===== config.mk =====
export PLATFORM = sky130hd
export DESIGN_NAME = rss_supervisor
export DESIGN_NICKNAME = d
export VERILOG_FILES = /design/src/pkg/rss_pkg.sv /design/src/logic/rss_filter.sv /design/src/logic/rss_supervisor.sv
export SDC_FILE = /design/constraint.sdc
export NUM_CORES = 1
export LEC_CHECK = 0
export ABC_CLOCK_PERIOD_IN_PS = 4700
export BUFFER_PORTS_ARGS = -buffer_cell sky130_fd_sc_hd__buf_2
export CORE_ASPECT_RATIO = 0.6
export CORE_MARGIN = 1.5
export CORE_UTILIZATION = 58
export DETAILED_ROUTE_END_ITERATION = 10
export PLACE_DENSITY = 0.79
export SLEW_MARGIN = 15
export SYNTH_ARGS = -nofsm -noshare
export SYNTH_HDL_FRONTEND = slang
export SYNTH_SLANG_ARGS = --single-unit

===== constraint.sdc =====
create_clock -name clk -period 4.7 [get_ports clk]
set_input_delay 0 -clock clk [delete_from_list [all_inputs] [get_ports clk]]
set_output_delay 0 -clock clk [all_outputs]
set_load 0.02 [all_outputs]

===== src/pkg/rss_pkg.sv =====
/*
 Constants, register layout and timing for the reset source supervisor.
 Assumes a single 25 MHz system clock; no other dependencies.
*/
package rss_pkg;
   // Brown-out mode configuration codes
   localparam logic [1:0] BO_MODE_ALWAYS = 2'h3;
   localparam logic [1:0] BO_MODE_SLEEP  = 2'h2;
   localparam logic [1:0] BO_MODE_SW     = 2'h1;
   localparam logic [1:0] BO_MODE_OFF    = 2'h0;
   // Register index map
   localparam int         ADDR_W             = 4;
   localparam logic [3:0] ADDR_BO_CONTROL    = 4'h0;
   localparam logic [3:0] ADDR_POWER_CTRL    = 4'h1;
   localparam logic [3:0] ADDR_POWER_CTRL_2  = 4'h2;
   // Brown-out control fields
   localparam int         BOC_SW_EN_BIT   = 7;
   localparam int         BOC_READY_BIT   = 0;
   // Power control fields
   localparam int         PC_STK_OVF_BIT  = 7;
   localparam int         PC_STK_UNF_BIT  = 6;
   localparam int         PC_WIN_VIOL_BIT = 5;
   localparam int         PC_WDT_BIT      = 4;
   localparam int         PC_MASTER_CLEAR_PIN_BIT     = 3;
   localparam int         PC_RI_BIT       = 2;
   localparam int         PC_POR_BIT      = 1;
   localparam int         PC_BOR_BIT      = 0;
   localparam int         PC2_EXEC_VIOLATION_FLAG_BIT    = 1;
   // Reset values
   localparam logic [7:0] POWER_CTRL_POR  = 8'h3c;
   localparam logic [7:0] POWER_CTRL2_POR = 8'h02;
   // Timing
   localparam int CLK_HZ         = 25_000_000;
   localparam int PWRUP_TIME_MS  = 64;
   localparam int PWRUP_CYCLES   = PWRUP_TIME_MS * (CLK_HZ / 1000);
   localparam int FILT_CYCLES    = 8;
   localparam int TMR_W          = 21;
endpackage


===== src/logic/rss_filter.sv =====
/*
 Three-flop synchroniser plus glitch filter for an asynchronous level.
 Assumes the input is a pin or foreign-domain signal; output is on clk.
*/
`timescale 1ns/100ps
module rss_filter
   import rss_pkg::*;
#(
   parameter int FILT_LEN = FILT_CYCLES
)(
   // Clock and reset
   input  wire logic clk,
   input  wire logic rst_n,
   // Async level in, filtered level out
   input  wire logic din,
   output logic      dout
);
   // All state in one record
   typedef struct packed {
      logic       s1;
      logic       s2;
      logic       s3;
      logic [7:0] cnt;
      logic       out;
   } rss_flt_type;

   rss_flt_type st;       // Registered state
   rss_flt_type next_st;  // Next state

   // Filter: a change counts once stages two and three agree long enough
   always_comb begin
      next_st = st;
      next_st.s1 = din;
      next_st.s2 = st.s1;
      next_st.s3 = st.s2;
      if ((st.s2 == st.s3) && (st.s3 != st.out)) begin
         // Short pulses never reach the count limit
         if (st.cnt == 8'(FILT_LEN - 1)) begin
            next_st.out = st.s3;
            next_st.cnt = '0;
         end else begin
            next_st.cnt = st.cnt + 8'h01;
         end
      end else begin
         next_st.cnt = '0;
      end
   end

   // State register; pin idles high so reset value is released
   always_ff @(posedge clk or negedge rst_n) begin
      if (!rst_n) begin
         st <= '{s1: 1'b1, s2: 1'b1, s3: 1'b1, cnt: 8'h00, out: 1'b1};
      end else begin
         st <= next_st;
      end
   end

   assign dout = st.out;
endmodule


===== src/logic/rss_supervisor.sv =====
/*
 Reset source supervisor: brown-out modes, pin gating, reset causes,
 power-up timer and start-up release order.
 Assumes analog monitors and the pin are asynchronous; event inputs from
 the core and watchdog are one-cycle pulses on clk. rst_n is power-on.
*/
`timescale 1ns/100ps
module rss_supervisor
   import rss_pkg::*;
#(
   parameter int PWRUP_LEN = PWRUP_CYCLES,
   parameter int FILT_LEN  = FILT_CYCLES
)(
   // Clock and power-on reset
   input  wire logic             clk,
   input  wire logic             rst_n,
   // Configuration bits
   input  wire logic [1:0]       brownout_mode_cfg,
   input  wire logic             low_power_brownout_cfg,
   input  wire logic             master_clear_pin_enable,
   input  wire logic             low_voltage_program_cfg,
   input  wire logic             stack_reset_enable_cfg,
   input  wire logic             powerup_timer_disable_cfg,
   // Analog monitors (async)
   input  wire logic             brownout_trip,
   input  wire logic             brownout_det_ready,
   input  wire logic             low_power_brownout_trip,
   // External pin (async)
   input  wire logic             master_clear_pin,
   output logic                  master_clear_pin_oe,
   output logic                  master_clear_gpio,
   output logic                  master_clear_pullup_en,
   input  wire logic             sw_pullup_ctrl,
   // Core and watchdog events (pulses on clk), sleep and oscillator levels
   input  wire logic             sleep_active,
   input  wire logic             wdt_timeout,
   input  wire logic             wdt_window_violation,
   input  wire logic             reset_instr,
   input  wire logic             stack_overflow,
   input  wire logic             stack_underflow,
   input  wire logic             prog_mode_exit,
   input  wire logic             exec_invalid_fetch,
   input  wire logic             exec_fetch_valid,
   input  wire logic             osc_startup_done,
   // Register port
   input  wire logic [ADDR_W-1:0] reg_addr,
   input  wire logic [7:0]       reg_wdata,
   input  wire logic             reg_wr,
   input  wire logic             reg_rd,
   output logic [7:0]            reg_rdata,
   // Outputs to the core
   output logic                  brownout_enable,
   output logic                  brownout_reset,
   output logic                  core_reset,
   output logic                  wake_hold,
   output logic                  irq_block
);
   typedef enum logic [1:0] {
      ST_HOLD,     // Source active, timer idle
      ST_PWRUP,    // Power-up timer running
      ST_WAIT,     // Waiting for oscillator, pin, detector
      ST_RUN       // Core released
   } rss_state_type;

   // All state in one record
   typedef struct packed {
      rss_state_type  fsm;
      logic [TMR_W-1:0] tmr;
      logic           sw_en;        // Software brown-out enable
      logic [7:0]     pctl;         // Power control flags
      logic           exec_violation_flag;         // Execution violation flag (1 = none)
      logic [7:0]     rdata;
      logic           evt_reset;    // One-cycle core reset from event
      logic           por_pend;     // Power-on style reset in progress
   } rss_core_type;

   rss_core_type st;       // Registered state
   rss_core_type next_st;  // Next state

   // Synchronised analog and pin levels
   logic bo_trip_s;
   logic bo_rdy_s;
   logic lp_trip_s;
   logic pin_s;
   logic pin_en;           // Pin reset function enabled
   logic pin_hold;         // Pin currently holds reset
   logic bo_on;            // Detector should be running
   logic bo_start_wait;    // Start-up waits for detector
   logic bo_event;         // Common brown-out reset request
   logic stk_event;
   logic evt_any;
   logic pwrup_en;

   // Monitors and pin cross through the synchroniser and filter
   rss_filter #(.FILT_LEN(1)) u_bo_trip (
      .clk  (clk),
      .rst_n(rst_n),
      .din  (~brownout_trip),
      .dout (bo_trip_s)
   );
   rss_filter #(.FILT_LEN(1)) u_bo_rdy (
      .clk  (clk),
      .rst_n(rst_n),
      .din  (brownout_det_ready),
      .dout (bo_rdy_s)
   );
   rss_filter #(.FILT_LEN(1)) u_lp_trip (
      .clk  (clk),
      .rst_n(rst_n),
      .din  (~low_power_brownout_trip),
      .dout (lp_trip_s)
   );
   // Pin path gets the long filter so short pulses are ignored
   rss_filter #(.FILT_LEN(FILT_LEN)) u_pin (
      .clk  (clk),
      .rst_n(rst_n),
      .din  (master_clear_pin),
      .dout (pin_s)
   );

   // Brown-out mode decode and source merge
   always_comb begin
      bo_on = 1'b0;
      bo_start_wait = 1'b0;
      unique case (brownout_mode_cfg)
         BO_MODE_ALWAYS: begin
            bo_on = 1'b1;
            bo_start_wait = 1'b1;
         end
         BO_MODE_SLEEP: begin
            bo_on = ~sleep_active;
            bo_start_wait = 1'b1;
         end
         BO_MODE_SW: begin
            // Sleep plays no part in this mode
            bo_on = st.sw_en;
         end
         BO_MODE_OFF: begin
            bo_on = 1'b0;
         end
      endcase
   end

   // Trip counts only once the detector reports ready
   // Low-power monitor merges in only when its config bit is set
   assign bo_event = (bo_on & bo_rdy_s & ~bo_trip_s)
                   | (low_power_brownout_cfg & ~lp_trip_s);
   assign pin_en   = low_voltage_program_cfg
                   | master_clear_pin_enable;
   assign pin_hold = pin_en & ~pin_s;
   assign stk_event = stack_reset_enable_cfg
                    & (stack_overflow | stack_underflow);
   assign evt_any  = wdt_timeout | wdt_window_violation | reset_instr
                   | stk_event | (exec_invalid_fetch & ~exec_fetch_valid);
   assign pwrup_en = ~powerup_timer_disable_cfg;

   // Next-state logic: flags, registers, start-up sequence
   always_comb begin
      next_st = st;
      next_st.evt_reset = 1'b0;
      next_st.rdata = 8'h00;
      // Software access first so hardware updates below win
      if (reg_wr) begin
         unique case (reg_addr)
            ADDR_BO_CONTROL: next_st.sw_en = reg_wdata[BOC_SW_EN_BIT];
            ADDR_POWER_CTRL: next_st.pctl = reg_wdata;
            ADDR_POWER_CTRL_2: next_st.exec_violation_flag = reg_wdata[PC2_EXEC_VIOLATION_FLAG_BIT];
            default: ;
         endcase
      end
      if (reg_rd) begin
         unique case (reg_addr)
            ADDR_BO_CONTROL: begin
               // Unused bits 6..1 stay zero
               next_st.rdata[BOC_SW_EN_BIT] = st.sw_en;
               next_st.rdata[BOC_READY_BIT] = bo_on & bo_rdy_s;
            end
            ADDR_POWER_CTRL: next_st.rdata = st.pctl;
            ADDR_POWER_CTRL_2: next_st.rdata[PC2_EXEC_VIOLATION_FLAG_BIT] = st.exec_violation_flag;
            default: next_st.rdata = 8'h00;   // Unmapped reads zero
         endcase
      end
      // Event sources: only the owning flag moves
      if (wdt_timeout) begin
         next_st.pctl[PC_WDT_BIT] = 1'b0;
      end
      if (wdt_window_violation) begin
         next_st.pctl[PC_WIN_VIOL_BIT] = 1'b0;
      end
      if (reset_instr) begin
         next_st.pctl[PC_RI_BIT] = 1'b0;
      end
      if (stk_event && stack_overflow) begin
         next_st.pctl[PC_STK_OVF_BIT] = 1'b1;
      end
      if (stk_event && stack_underflow) begin
         next_st.pctl[PC_STK_UNF_BIT] = 1'b1;
      end
      // Prefetch alone is harmless; execution trips at once
      if (exec_invalid_fetch && !exec_fetch_valid) begin
         next_st.exec_violation_flag = 1'b0;
      end
      if (evt_any) begin
         next_st.evt_reset = 1'b1;
      end
      if (pin_hold && st.fsm == ST_RUN) begin
         next_st.pctl[PC_MASTER_CLEAR_PIN_BIT] = 1'b0;
      end
      // Brown-out and programming exit restart the power-up path
      if (bo_event) begin
         next_st.pctl[PC_BOR_BIT] = 1'b0;
         next_st.sw_en = 1'b1;
         next_st.por_pend = 1'b1;
         next_st.fsm = ST_HOLD;
         next_st.tmr = '0;
      end else if (prog_mode_exit) begin
         // Behaves like a fresh power-on
         next_st.pctl = POWER_CTRL_POR;
         next_st.exec_violation_flag = POWER_CTRL2_POR[PC2_EXEC_VIOLATION_FLAG_BIT];
         next_st.sw_en = 1'b1;
         next_st.por_pend = 1'b1;
         next_st.fsm = ST_HOLD;
         next_st.tmr = '0;
      end else begin
         unique case (st.fsm)
            ST_HOLD: begin
               // Timer starts on release of the supply reset
               next_st.tmr = '0;
               next_st.fsm = (st.por_pend && pwrup_en) ? ST_PWRUP : ST_WAIT;
            end
            ST_PWRUP: begin
               // Runs regardless of the pin
               if (st.tmr == TMR_W'(PWRUP_LEN - 1)) begin
                  next_st.fsm = ST_WAIT;
               end else begin
                  next_st.tmr = st.tmr + TMR_W'(1);
               end
            end
            ST_WAIT: begin
               // Timer, oscillator, pin, then detector where it gates
               if ((osc_startup_done || !st.por_pend) && !pin_hold
                   && (!bo_start_wait || bo_rdy_s || !st.por_pend)) begin
                  next_st.fsm = ST_RUN;
                  next_st.por_pend = 1'b0;
               end
            end
            ST_RUN: begin
               if (pin_hold) begin
                  next_st.fsm = ST_WAIT;
               end
            end
         endcase
      end
   end

   // State register; power-on defaults
   always_ff @(posedge clk or negedge rst_n) begin
      if (!rst_n) begin
         st <= '{fsm: ST_HOLD, tmr: '0, sw_en: 1'b1,
                 pctl: POWER_CTRL_POR, exec_violation_flag: 1'b1, rdata: 8'h00,
                 evt_reset: 1'b0, por_pend: 1'b1};
      end else begin
         st <= next_st;
      end
   end

   // Outputs
   assign reg_rdata       = st.rdata;
   assign brownout_enable = bo_on;
   assign brownout_reset  = bo_event;
   // Held until every source and timer has let go
   assign core_reset      = (st.fsm != ST_RUN) | st.evt_reset;
   // Wake waits for the detector that was off in sleep
   assign wake_hold = (brownout_mode_cfg == BO_MODE_SLEEP) & ~bo_rdy_s;
   // Violation ignores any interrupt in the same cycle
   assign irq_block = exec_invalid_fetch & ~exec_fetch_valid;
   // Pin is never driven by the device
   assign master_clear_pin_oe    = 1'b0;
   // Disabled function leaves a plain input
   assign master_clear_gpio      = pin_s & ~pin_en;
   assign master_clear_pullup_en = pin_en | sw_pullup_ctrl;
endmodule


## Yosys cells after proc, flatten, opt, wreduce, memory -nomap -nowiden

Index checks and enable logic that the tools add are counted.

| word-level totals | value |
|---|---|
| memories kept | 0 |
| bits in latches | 0 |
| bits of input ports | 38 |
| output and inout bits | 16 |
| bits in writable memories | 0 |
| word-level logic and storage cells | 168 |
| bits in read-only memories | 0 |
| register bits | 91 |

| cells by class | value |
|---|---|
| reductions and logical operators | 40 |
| muxes and demuxes | 44 |
| $lt $le $gt $ge | 0 |
| eq/ne operators | 23 |
| divide/modulo/power cells | 0 |
| multiply operators | 0 |
| shift operators | 0 |
| bitwise logic cells | 27 |
| $add $sub $neg | 5 |

Operators with widths:

| operator | number |
|---|---|
| 8-bit 2-to-1 mux | 10 |
| 21-bit one-hot mux with 2 select lines | 1 |
| 8-bit by 1-bit adder with 8-bit output, second input constant | 4 |
| 8-bit logical NOT | 3 |
| 24-bit 2-to-1 mux | 1 |
| 23-bit 2-to-1 mux | 1 |
| 21-bit by 1-bit adder with 21-bit output, second input constant | 1 |
| 21-bit == test, second input constant | 1 |
| 21-bit 2-to-1 mux | 1 |
| 10-bit 2-to-1 mux | 2 |
| 1-bit 2-to-1 mux | 17 |
| 4-bit != test, second input constant | 4 |
| 2-bit AND reduction | 8 |
| 3-bit nonzero test | 5 |
| 1-bit logical AND | 11 |
| 1-bit NOT | 10 |
| 1-bit OR | 9 |
| 1-bit AND | 8 |
| 2-bit == test, second input constant | 4 |
| 8-bit by 3-bit == test with 1-bit output, second input constant | 1 |
| 2-bit 2-to-1 mux | 4 |
| 2-bit one-hot mux with 4 select lines | 1 |
| 7-bit 2-to-1 mux | 1 |
| 1-bit one-hot mux with 2 select lines | 3 |
| 15 further kinds | 28 |

## Longest topological paths before layout

Gate-level depths: netlist of the first run.

| depth | value |
|---|---|
| word-level depth | 11 |
| mapped depth | 6 |
| gate-level depth less buffers | 6 |

## By module

A second synthesis of the first run with hierarchy kept.

| unflattened totals | value |
|---|---|
| cells, all modules | 462 |
| area, all modules | 4533.1 um^2 |

By module, submodules not included:

| module | instances | cells an instance | seq. area each (um^2) | area an instance (um^2) |
|---|---|---|---|---|
| rss_supervisor | 1 | 257 | 1084.8 | 2373.5 |
| rss_filter at u_bo_rdy ... | 3 | 52 | 305.3 | 540.5 |
| rss_filter at u_pin | 1 | 49 | 305.3 | 538.0 |

## Worst setup path after synthesis of the first run

Ideal clock, no wire load.

| timing | value |
|---|---|
| path kind | reg-to-reg |
| start point | reg st[37] (netlist bit) |
| end point | reg st[26] (netlist bit) |
| arrival time | 1.869 ns |
| cell stages (with the launch flop) | 6 |
| setup slack | 2.750 ns |
| path through | dfrtp_1 -> buf_6 -> or4_4 -> or4_4 -> and4_1 -> nor3_2 |

| between the ends | value |
|---|---|
| longest elaborated chain between the ends | 3 |

RTL lines:

| element | line | RTL |
|---|---|---|
| start: declaration | rss_supervisor.sv:77 | `rss_core_type st;` |
| start signal: assignment | rss_supervisor.sv:259 | `st <= '{fsm: ST_HOLD, tmr: '0, sw_en: 1'b1,` |
| start signal: assignment | rss_supervisor.sv:263 | `st <= next_st;` |
| 21-bit == test | rss_supervisor.sv:233 | `if (st.tmr == TMR_W'(PWRUP_LEN - 1)) begin` |
| 4-bit != test (no line) | - |  |
| 2-bit AND reduction (no line) | - |  |

No other way between the ends.
A chain may end at the register's enable or synchronous reset.

==> results of run 1 <==
synth_stat cells (10+ instances only):
library cell   n
and3_1        12
nand3_1       29
clkbuf_1      11
a21oi_1       12
dfrtp_1       68
nand2_1       41
o21ai_0       16
a31oi_1       17
nand4_1       10
nor2_1        51
inv_1         21
dfstp_2       23
nor3_1        11
mux2i_1       13
and2_1        11
xor2_1        19
worst min path at each step:
| stage | to | cells past startpoint | slack, ns |
|---|---|---|---|
| finish | st[14] | 4 | 0.02 |
| global route | st[10] | 3 | 0.02 |
| CTS | reg_rdata[0] | 4 | 0.01 |
| detailed placement | u_pin.st[7] | 1 | -0.02 |
| global placement | u_pin.st[3] | 1 | -0.03 |
| floorplan | reg_rdata[0] | 0 | -0.30 |
placed cells by master, fill, tap and decap left out, drive strengths merged, types with 4 or more instances in the layout:
cell type	netlist	routed
a211oi	4	4
a21oi	12	12
a31o	5	5
a31oi	17	17
and2	11	11
and3	12	12
and4	4	4
buf	12	54
clkbuf	11	9
dfrtp	68	68
dfstp	23	23
dlygate4sd3	0	27
ha	8	8
inv	21	25
mux2i	13	13
nand2	41	41
nand2b	4	4
nand3	29	29
nand4	10	10
nor2	51	51
nor2b	5	5
nor3	13	13
nor4	8	8
nor4b	5	5
o21ai	24	24
o31ai	4	4
or4	7	7
xnor2	5	5
xor2	19	19
state kept, by name, indices dropped and copies added (netlist names):
register           cells
u_lp_trip.st           9
reg_rdata              8
u_bo_rdy.next_st       2
u_bo_rdy.dout          1
u_bo_trip.dout         1
u_pin.next_st          2
u_lp_trip.dout         1
st                    35
u_pin.st               9
u_bo_trip.st           9
u_pin.dout             1
u_bo_rdy.st            9
u_bo_trip.next_st      2
u_lp_trip.next_st      2
worst register-to-register path: cells and delay by family, from the launching register on:
kind,cells,cell delay (ns)
compound gates,2,0.32
fa+ha+maj,1,0.24
simple gates,2,1.05
flops,1,0.46
per-layer routing:
layer	up-vias	track usage	share of wire
li1	1838	-	-
met1	1907	0.367	0.45
met2	156	0.411	0.46
met3	26	0.0692	0.066
met4	0	0.0964	0.022
met5	-	0	0
timing repair:
item	CTS	global route
hold endpoints to repair	53	0
endpoints found under the setup margin	0	0
hold buffers	27	0
layout make-up:
type | count | area [um2]
Clock buffer | 9 | 225
Inverter | 21 | 78.8
Timing Repair Buffer | 81 | 548
Multi-Input combinational cell | 344 | 2130
Clock inverter | 7 | 83.8
Tap cell | 108 | 135
Fill cell | 588 | 2310
Sequential cell | 91 | 2310
cells by family (layout without fill, tap and decap cells):
| logic type | after synthesis | count (layout) |
|---|---|---|
| simple gates | 217 | 217 |
| flops | 91 | 91 |
| compound gates | 81 | 81 |
| buf+inv | 44 | 118 |
| xor+xnor | 24 | 24 |
| mux | 13 | 13 |
| fa+ha+maj | 8 | 8 |
| other cells | 1 | 1 |
report_power, final:
group,switching (uW),total (uW),internal (uW),leakage (uW)
clock,321,744,423,0.000154
combinational,82.0,143,61.4,0.00106
sequential,26.3,841,814,0.00118
total,430,1730,1300,0.00239
through the flow:
| step | cell area [um2] | total power, uW |
|---|---|---|
| 4_1_cts | 5510 | 1730 |
| 5_1_grt | 5510 | 1790 |
| 6_report | 5510 | 1730 |
| 3_3_place_gp | 4930 | 964 |
| 3_5_place_dp | 4930 | 970 |
| 2_1_floorplan | 4640 | 912 |
==> impl_metrics.yaml, run 1 <==
critical_path:
  r2r-start: "st[20]"
  critPathBufInv: 3
  endpoint_kind: "flop"
  reg2reg_depth: 5
  cp_max_fo: 8
  max_stage_delay_ns: 0.66
  cpLargestDelayFamily: "buffers and inverters"
  cp-start-kind: "primary input"
  setup.worst_path.class: "primary input to flop"
  crit_path_end: "st[18]"
  worstPathArrival_ns: 2.76
  slowest_stage: "nor4b_1"
  cpMostUsedCell: "dlygate4sd3_1"
  cp.required_ns: 4.93
  r2r-end: "st[38]"
  path_cells: "dlygate4sd3_1, buf_2, nor4b_1, nand2_1, mux2i_1, a21oi_1, dlygate4sd3_1"
  rrSetupSlack_ns: 2.46
  crit_cells: 7
  startpoint: "reg_addr[1]"
timing:
  rsz0062_at_grt: "false"
  fin_skew_ns: 0.0117
  hold_ws_ns: 0.0178
  slew-limit-headroom: 0.412
  period_share: 0.538
  setup_ws_ns: 2.17
  drv_slew: 0
  layout_min_cycle_time_ns: 2.53
  hold_violations: 0
  worst_pin_slew_ns: 0.883
  setup_tns_ns: 0
  fmax_mhz: 396
  finalSetupViolations: 0
floorplanning:
  coreArea_um2: 7820
  die_area_um2: 8570
  ios: 54
  rows: 25
  start_util: 0.594
  fp.dieH_um: 72.3
  die_x_um: 119
place:
  dp_slack_ns: 2.56
  dp_cells: 618
  gp_congestion: 0.893
  hpwl_um: 7340
  io_buffers: 52
synth:
  ys_seq_elements: 91
  synth.top_cell.area_share: 0.366
  synth.yosys.seq_area_share: 0.497
  synth_simple_gate_area_frac: 0.252
  syn-cell-area_um2: 4640
  synth_cells: 479
  synthTopCellsByArea: "dfrtp_1 37%, dfstp_2 13%, nor2_1 4.1%, xor2_1 3.6%, nand2_1 3.3%"
  synth_cell_type_count: 56
  synth-adder-area-share: 0.0216
  async_flop_share: 1.00
  synth_edf_count: 0
  synth_compound_area_frac: 0.111
  synth_top_cell_by_area: "dfrtp_1"
  synth_top_family_by_area: "simple AND/OR/NAND/NOR gates"
  synth_nets: 525
  synth_xor_area_frac: 0.0453
  synth.avg_cell_area_um2: 9.69
  synth_flop_cell: "dfrtp_1"
  synth_mux_area_frac: 0.0280
  yosysWarnings: 0
global_route:
  grt_pass1_wl_um: 17500
  grt_max_degree: 58
  antenna_found_initial: 0
  grt_pass1_vias: 3624
  grt_overflow: 0
  grt.total_usage: 0.265
power_and_ir_drop:
  leakagePower_uw: 0.00239
  vdd_drop_max_mv: 0.290
  power_density_nw_per_um2: 314
layout:
  syn_to_final_growth_pct: 18.6
  drive_gt1_frac: 0.186
  final_core_utilization: 0.704
  fin_cells: 661
  fin_nets: 594
  diodes: 0
cts:
  cts_resized: 0
  numCtsBuffers: 9
  clkTransAtPathRegs_ns: 0.07
  postCtsSetupBuffers: 0
  cts_tree: "yes"
  clock_path_buffers: 2
  root_buffer: "clkbuf_16"
  cts_max_level: 3
  numClockSinks: 91
  clock_latency_ns: 0.35
drt:
  drc: 0
  vias: 3927
  vias_per_cell: 5.94
  final_antenna_net_count: 0
  drt_first_iter_violations: 444
  dr.pass1.iters: 5
  wl_um: 11100
  wl_per_cell_um: 16.8
job:
  cap_violations: 0
worst_hold_path:
  min_path_type: "primary input to flop"
  hp-start: "master_clear_pin_enable"
status:
  status: "finished clean"
Note: power is estimated with default switching activity, not from simulation.
==> run 2, diff against run 1 <==
- ABC_AREA: default -> 1
- ABC_CLOCK_PERIOD_IN_PS: 4700 -> 2620
- clock period: 4.7 -> 2.62 ns (I/O delays scaled with it)
==> impl_metrics.yaml, run 2 <==
cts:
  cts_tree: "yes"
  clkTransAtPathRegs_ns: 0.06
  clock_path_buffers: 2
  root_buffer: "clkbuf_16"
  cts_resized: 0
  numCtsBuffers: 9
  clock_latency_ns: 0.34
  numClockSinks: 91
  cts_max_level: 3
synth:
  synth_cells: 608
  synth.yosys.seq_area_share: 0.478
  synth_top_cell_by_area: "dfrtp_1"
  yosysWarnings: 0
  synth_nets: 654
  synth_cell_type_count: 39
  synthTopCellsByArea: "dfrtp_1 35%, dfstp_2 13%, nand2_1 10%, nor2_1 6.8%, inv_1 6.8%"
  async_flop_share: 1.00
  syn-cell-area_um2: 4820
  synth.top_cell.area_share: 0.353
  yosys-top-cells-count: "133 x nand2_1, 88 x nor2_1, 87 x inv_1"
  ys_seq_elements: 91
  synth.avg_cell_area_um2: 7.94
  synth_edf_count: 0
  synth_flop_cell: "dfrtp_1"
  yosys.cell_count.top_type: "nand2_1"
place:
  gp_congestion: 0.980
  io_buffers: 52
  hpwl_um: 8040
critical_path:
  worstPathArrival_ns: 2.57
  cpMostUsedCell: "nand2_1"
  cp-start-kind: "flop"
  max_stage_delay_ns: 0.57
  endpoint_kind: "flop"
  cp_max_fo: 8
  cp.required_ns: 2.89
  critPathBufInv: 3
  path_cells: "inv_1, nand2_1, nand4_1, nand2_1, inv_1, nand2_1, o21ai_0, dlygate4sd3_1"
  cpLargestDelayFamily: "buffers and inverters"
  setup.worst_path.class: "flop to flop"
  slowest_stage: "dlygate4sd3_1"
floorplanning:
  die_area_um2: 8890
  start_util: 0.605
  fp.dieH_um: 73.6
  ios: 54
  rows: 25
  coreArea_um2: 7980
  die_x_um: 121
layout:
  final_common_cell: "nand2_1"
  syn_to_final_growth_pct: 16.8
  diodes: 0
  drive_gt1_frac: 0.177
  largest_reg_flops: 35
  fillers: 644
  top_register: "st"
  mostFrequentLayoutCells: "133 x nand2_1, 88 x nor2_1, 87 x inv_1, 68 x dfrtp_1, 59 x nand3_1"
  fin_nets: 726
status:
  status: "finished clean"
timing:
  hold_ws_ns: 0.0125
  drv_slew: 0
  layout_min_cycle_time_ns: 2.31
  hold_violations: 0
  slew-limit-headroom: 0.529
  fin_skew_ns: 0.00731
  period_share: 0.880
  worst_pin_slew_ns: 0.707
  finalSetupViolations: 0
  setup_tns_ns: 0
  rsz0062_at_grt: "false"
  fmax_mhz: 434
global_route:
  antenna_found_initial: 0
  grt_pass1_wl_um: 19200
  grt_pass1_vias: 4090
  grt_max_degree: 56
  grt_overflow: 0
  grt.total_usage: 0.281
power_and_ir_drop:
  vdd_drop_max_mv: 0.367
  leakagePower_uw: 0.00276
  power_density_nw_per_um2: 569
drt:
  final_antenna_net_count: 0
  vias: 4288
  wl_um: 11100
  dr.pass1.iters: 6
  wl_per_cell_um: 14.0
  drt_first_iter_violations: 355
  vias_per_cell: 5.41
  drc: 0
job:
  cap_violations: 0
worst_hold_path:
  min_path_type: "primary input to flop"
[run 2: kinds of logic (layout without fill, tap and decap cells)]
logic type | Yosys count | count (layout) | synth area share
and+or+nand+nor | 339 | 339 | 0.321
adders and majority gates | 8 | 8 | 0.0207
DFF | 91 | 91 | 0.478
xor gates and xnor gates | 9 | 9 | 0.0163
other | 1 | 1 | 0.000777
buffers and inverters | 103 | 180 | 0.0926
AOI/OAI and AO/OA | 57 | 57 | 0.0708
[run 2: final timing paths]
path,slack [ns],endpoint,from,cells after the start
setup / recovery,0.31,st[13],st[19],8
hold / removal,0.01,st[17],stack_underflow,5
setup reg to reg,0.31,st[13],st[19],8
hold reg to reg,0.35,u_lp_trip.next_st[9],u_lp_trip.next_st[10],0
max in group asynchronous,1.58,u_bo_trip.next_st[9],rst_n,3
min in group asynchronous,0.24,u_bo_rdy.st[8],rst_n,2
[run 2: where the power goes]
part	internal, uW	switching, uW
clock network	790	523
logic	119	258
registers	1480	32.0
[run 2: timing repair]
action	in CTS	in global routing
hold buffers	20	0
setup buffers	0	0
hold endpoints to repair	61	0
endpoints found under the setup margin	0	0
[run 2: final cells by class]
| class | count | area [um2] | share of cell area |
|---|---|---|---|
| Tap cell | 108 | 135 | 0.0240 |
| Clock inverter | 4 | 48.8 | 0.00866 |
| Clock buffer | 12 | 256 | 0.0455 |
| Timing Repair Buffer | 74 | 478 | 0.0848 |
| Multi-Input combinational cell | 414 | 2070 | 0.368 |
| Sequential cell | 91 | 2310 | 0.409 |
| Inverter | 90 | 338 | 0.0600 |
[run 2: metal layers]
layer | global-route usage | share of wire | routed length (um) | up-vias
met4 | 0.102 | 0.015 | 169 | 0
met1 | 0.393 | 0.47 | 5200 | 2037
met3 | 0.0800 | 0.077 | 861 | 20
li1 | - | - | - | 2084
met5 | 0 | 0 | 0 | -
met2 | 0.422 | 0.44 | 4920 | 147
[run 2: tightest hold or removal path, stage by stage]
cell and delay (ns):
buf_2 0.09, a22oi_1 0.08, nand2_1 0.06, nand2_1 0.05
inv_1 0.04
[run 2: metrics by stage]
stage,power (uW),setup WS (ns),area [um2],std cells,util
6_report,3200,0.315,5630,793,0.706
5_1_grt,3330,0.200,5630,793,0.706
4_1_cts,3230,0.314,5630,793,0.706
3_5_place_dp,1880,0.861,5130,757,0.643
3_3_place_gp,1870,0.876,5130,757,0.643
2_1_floorplan,1760,1.07,4820,608,-
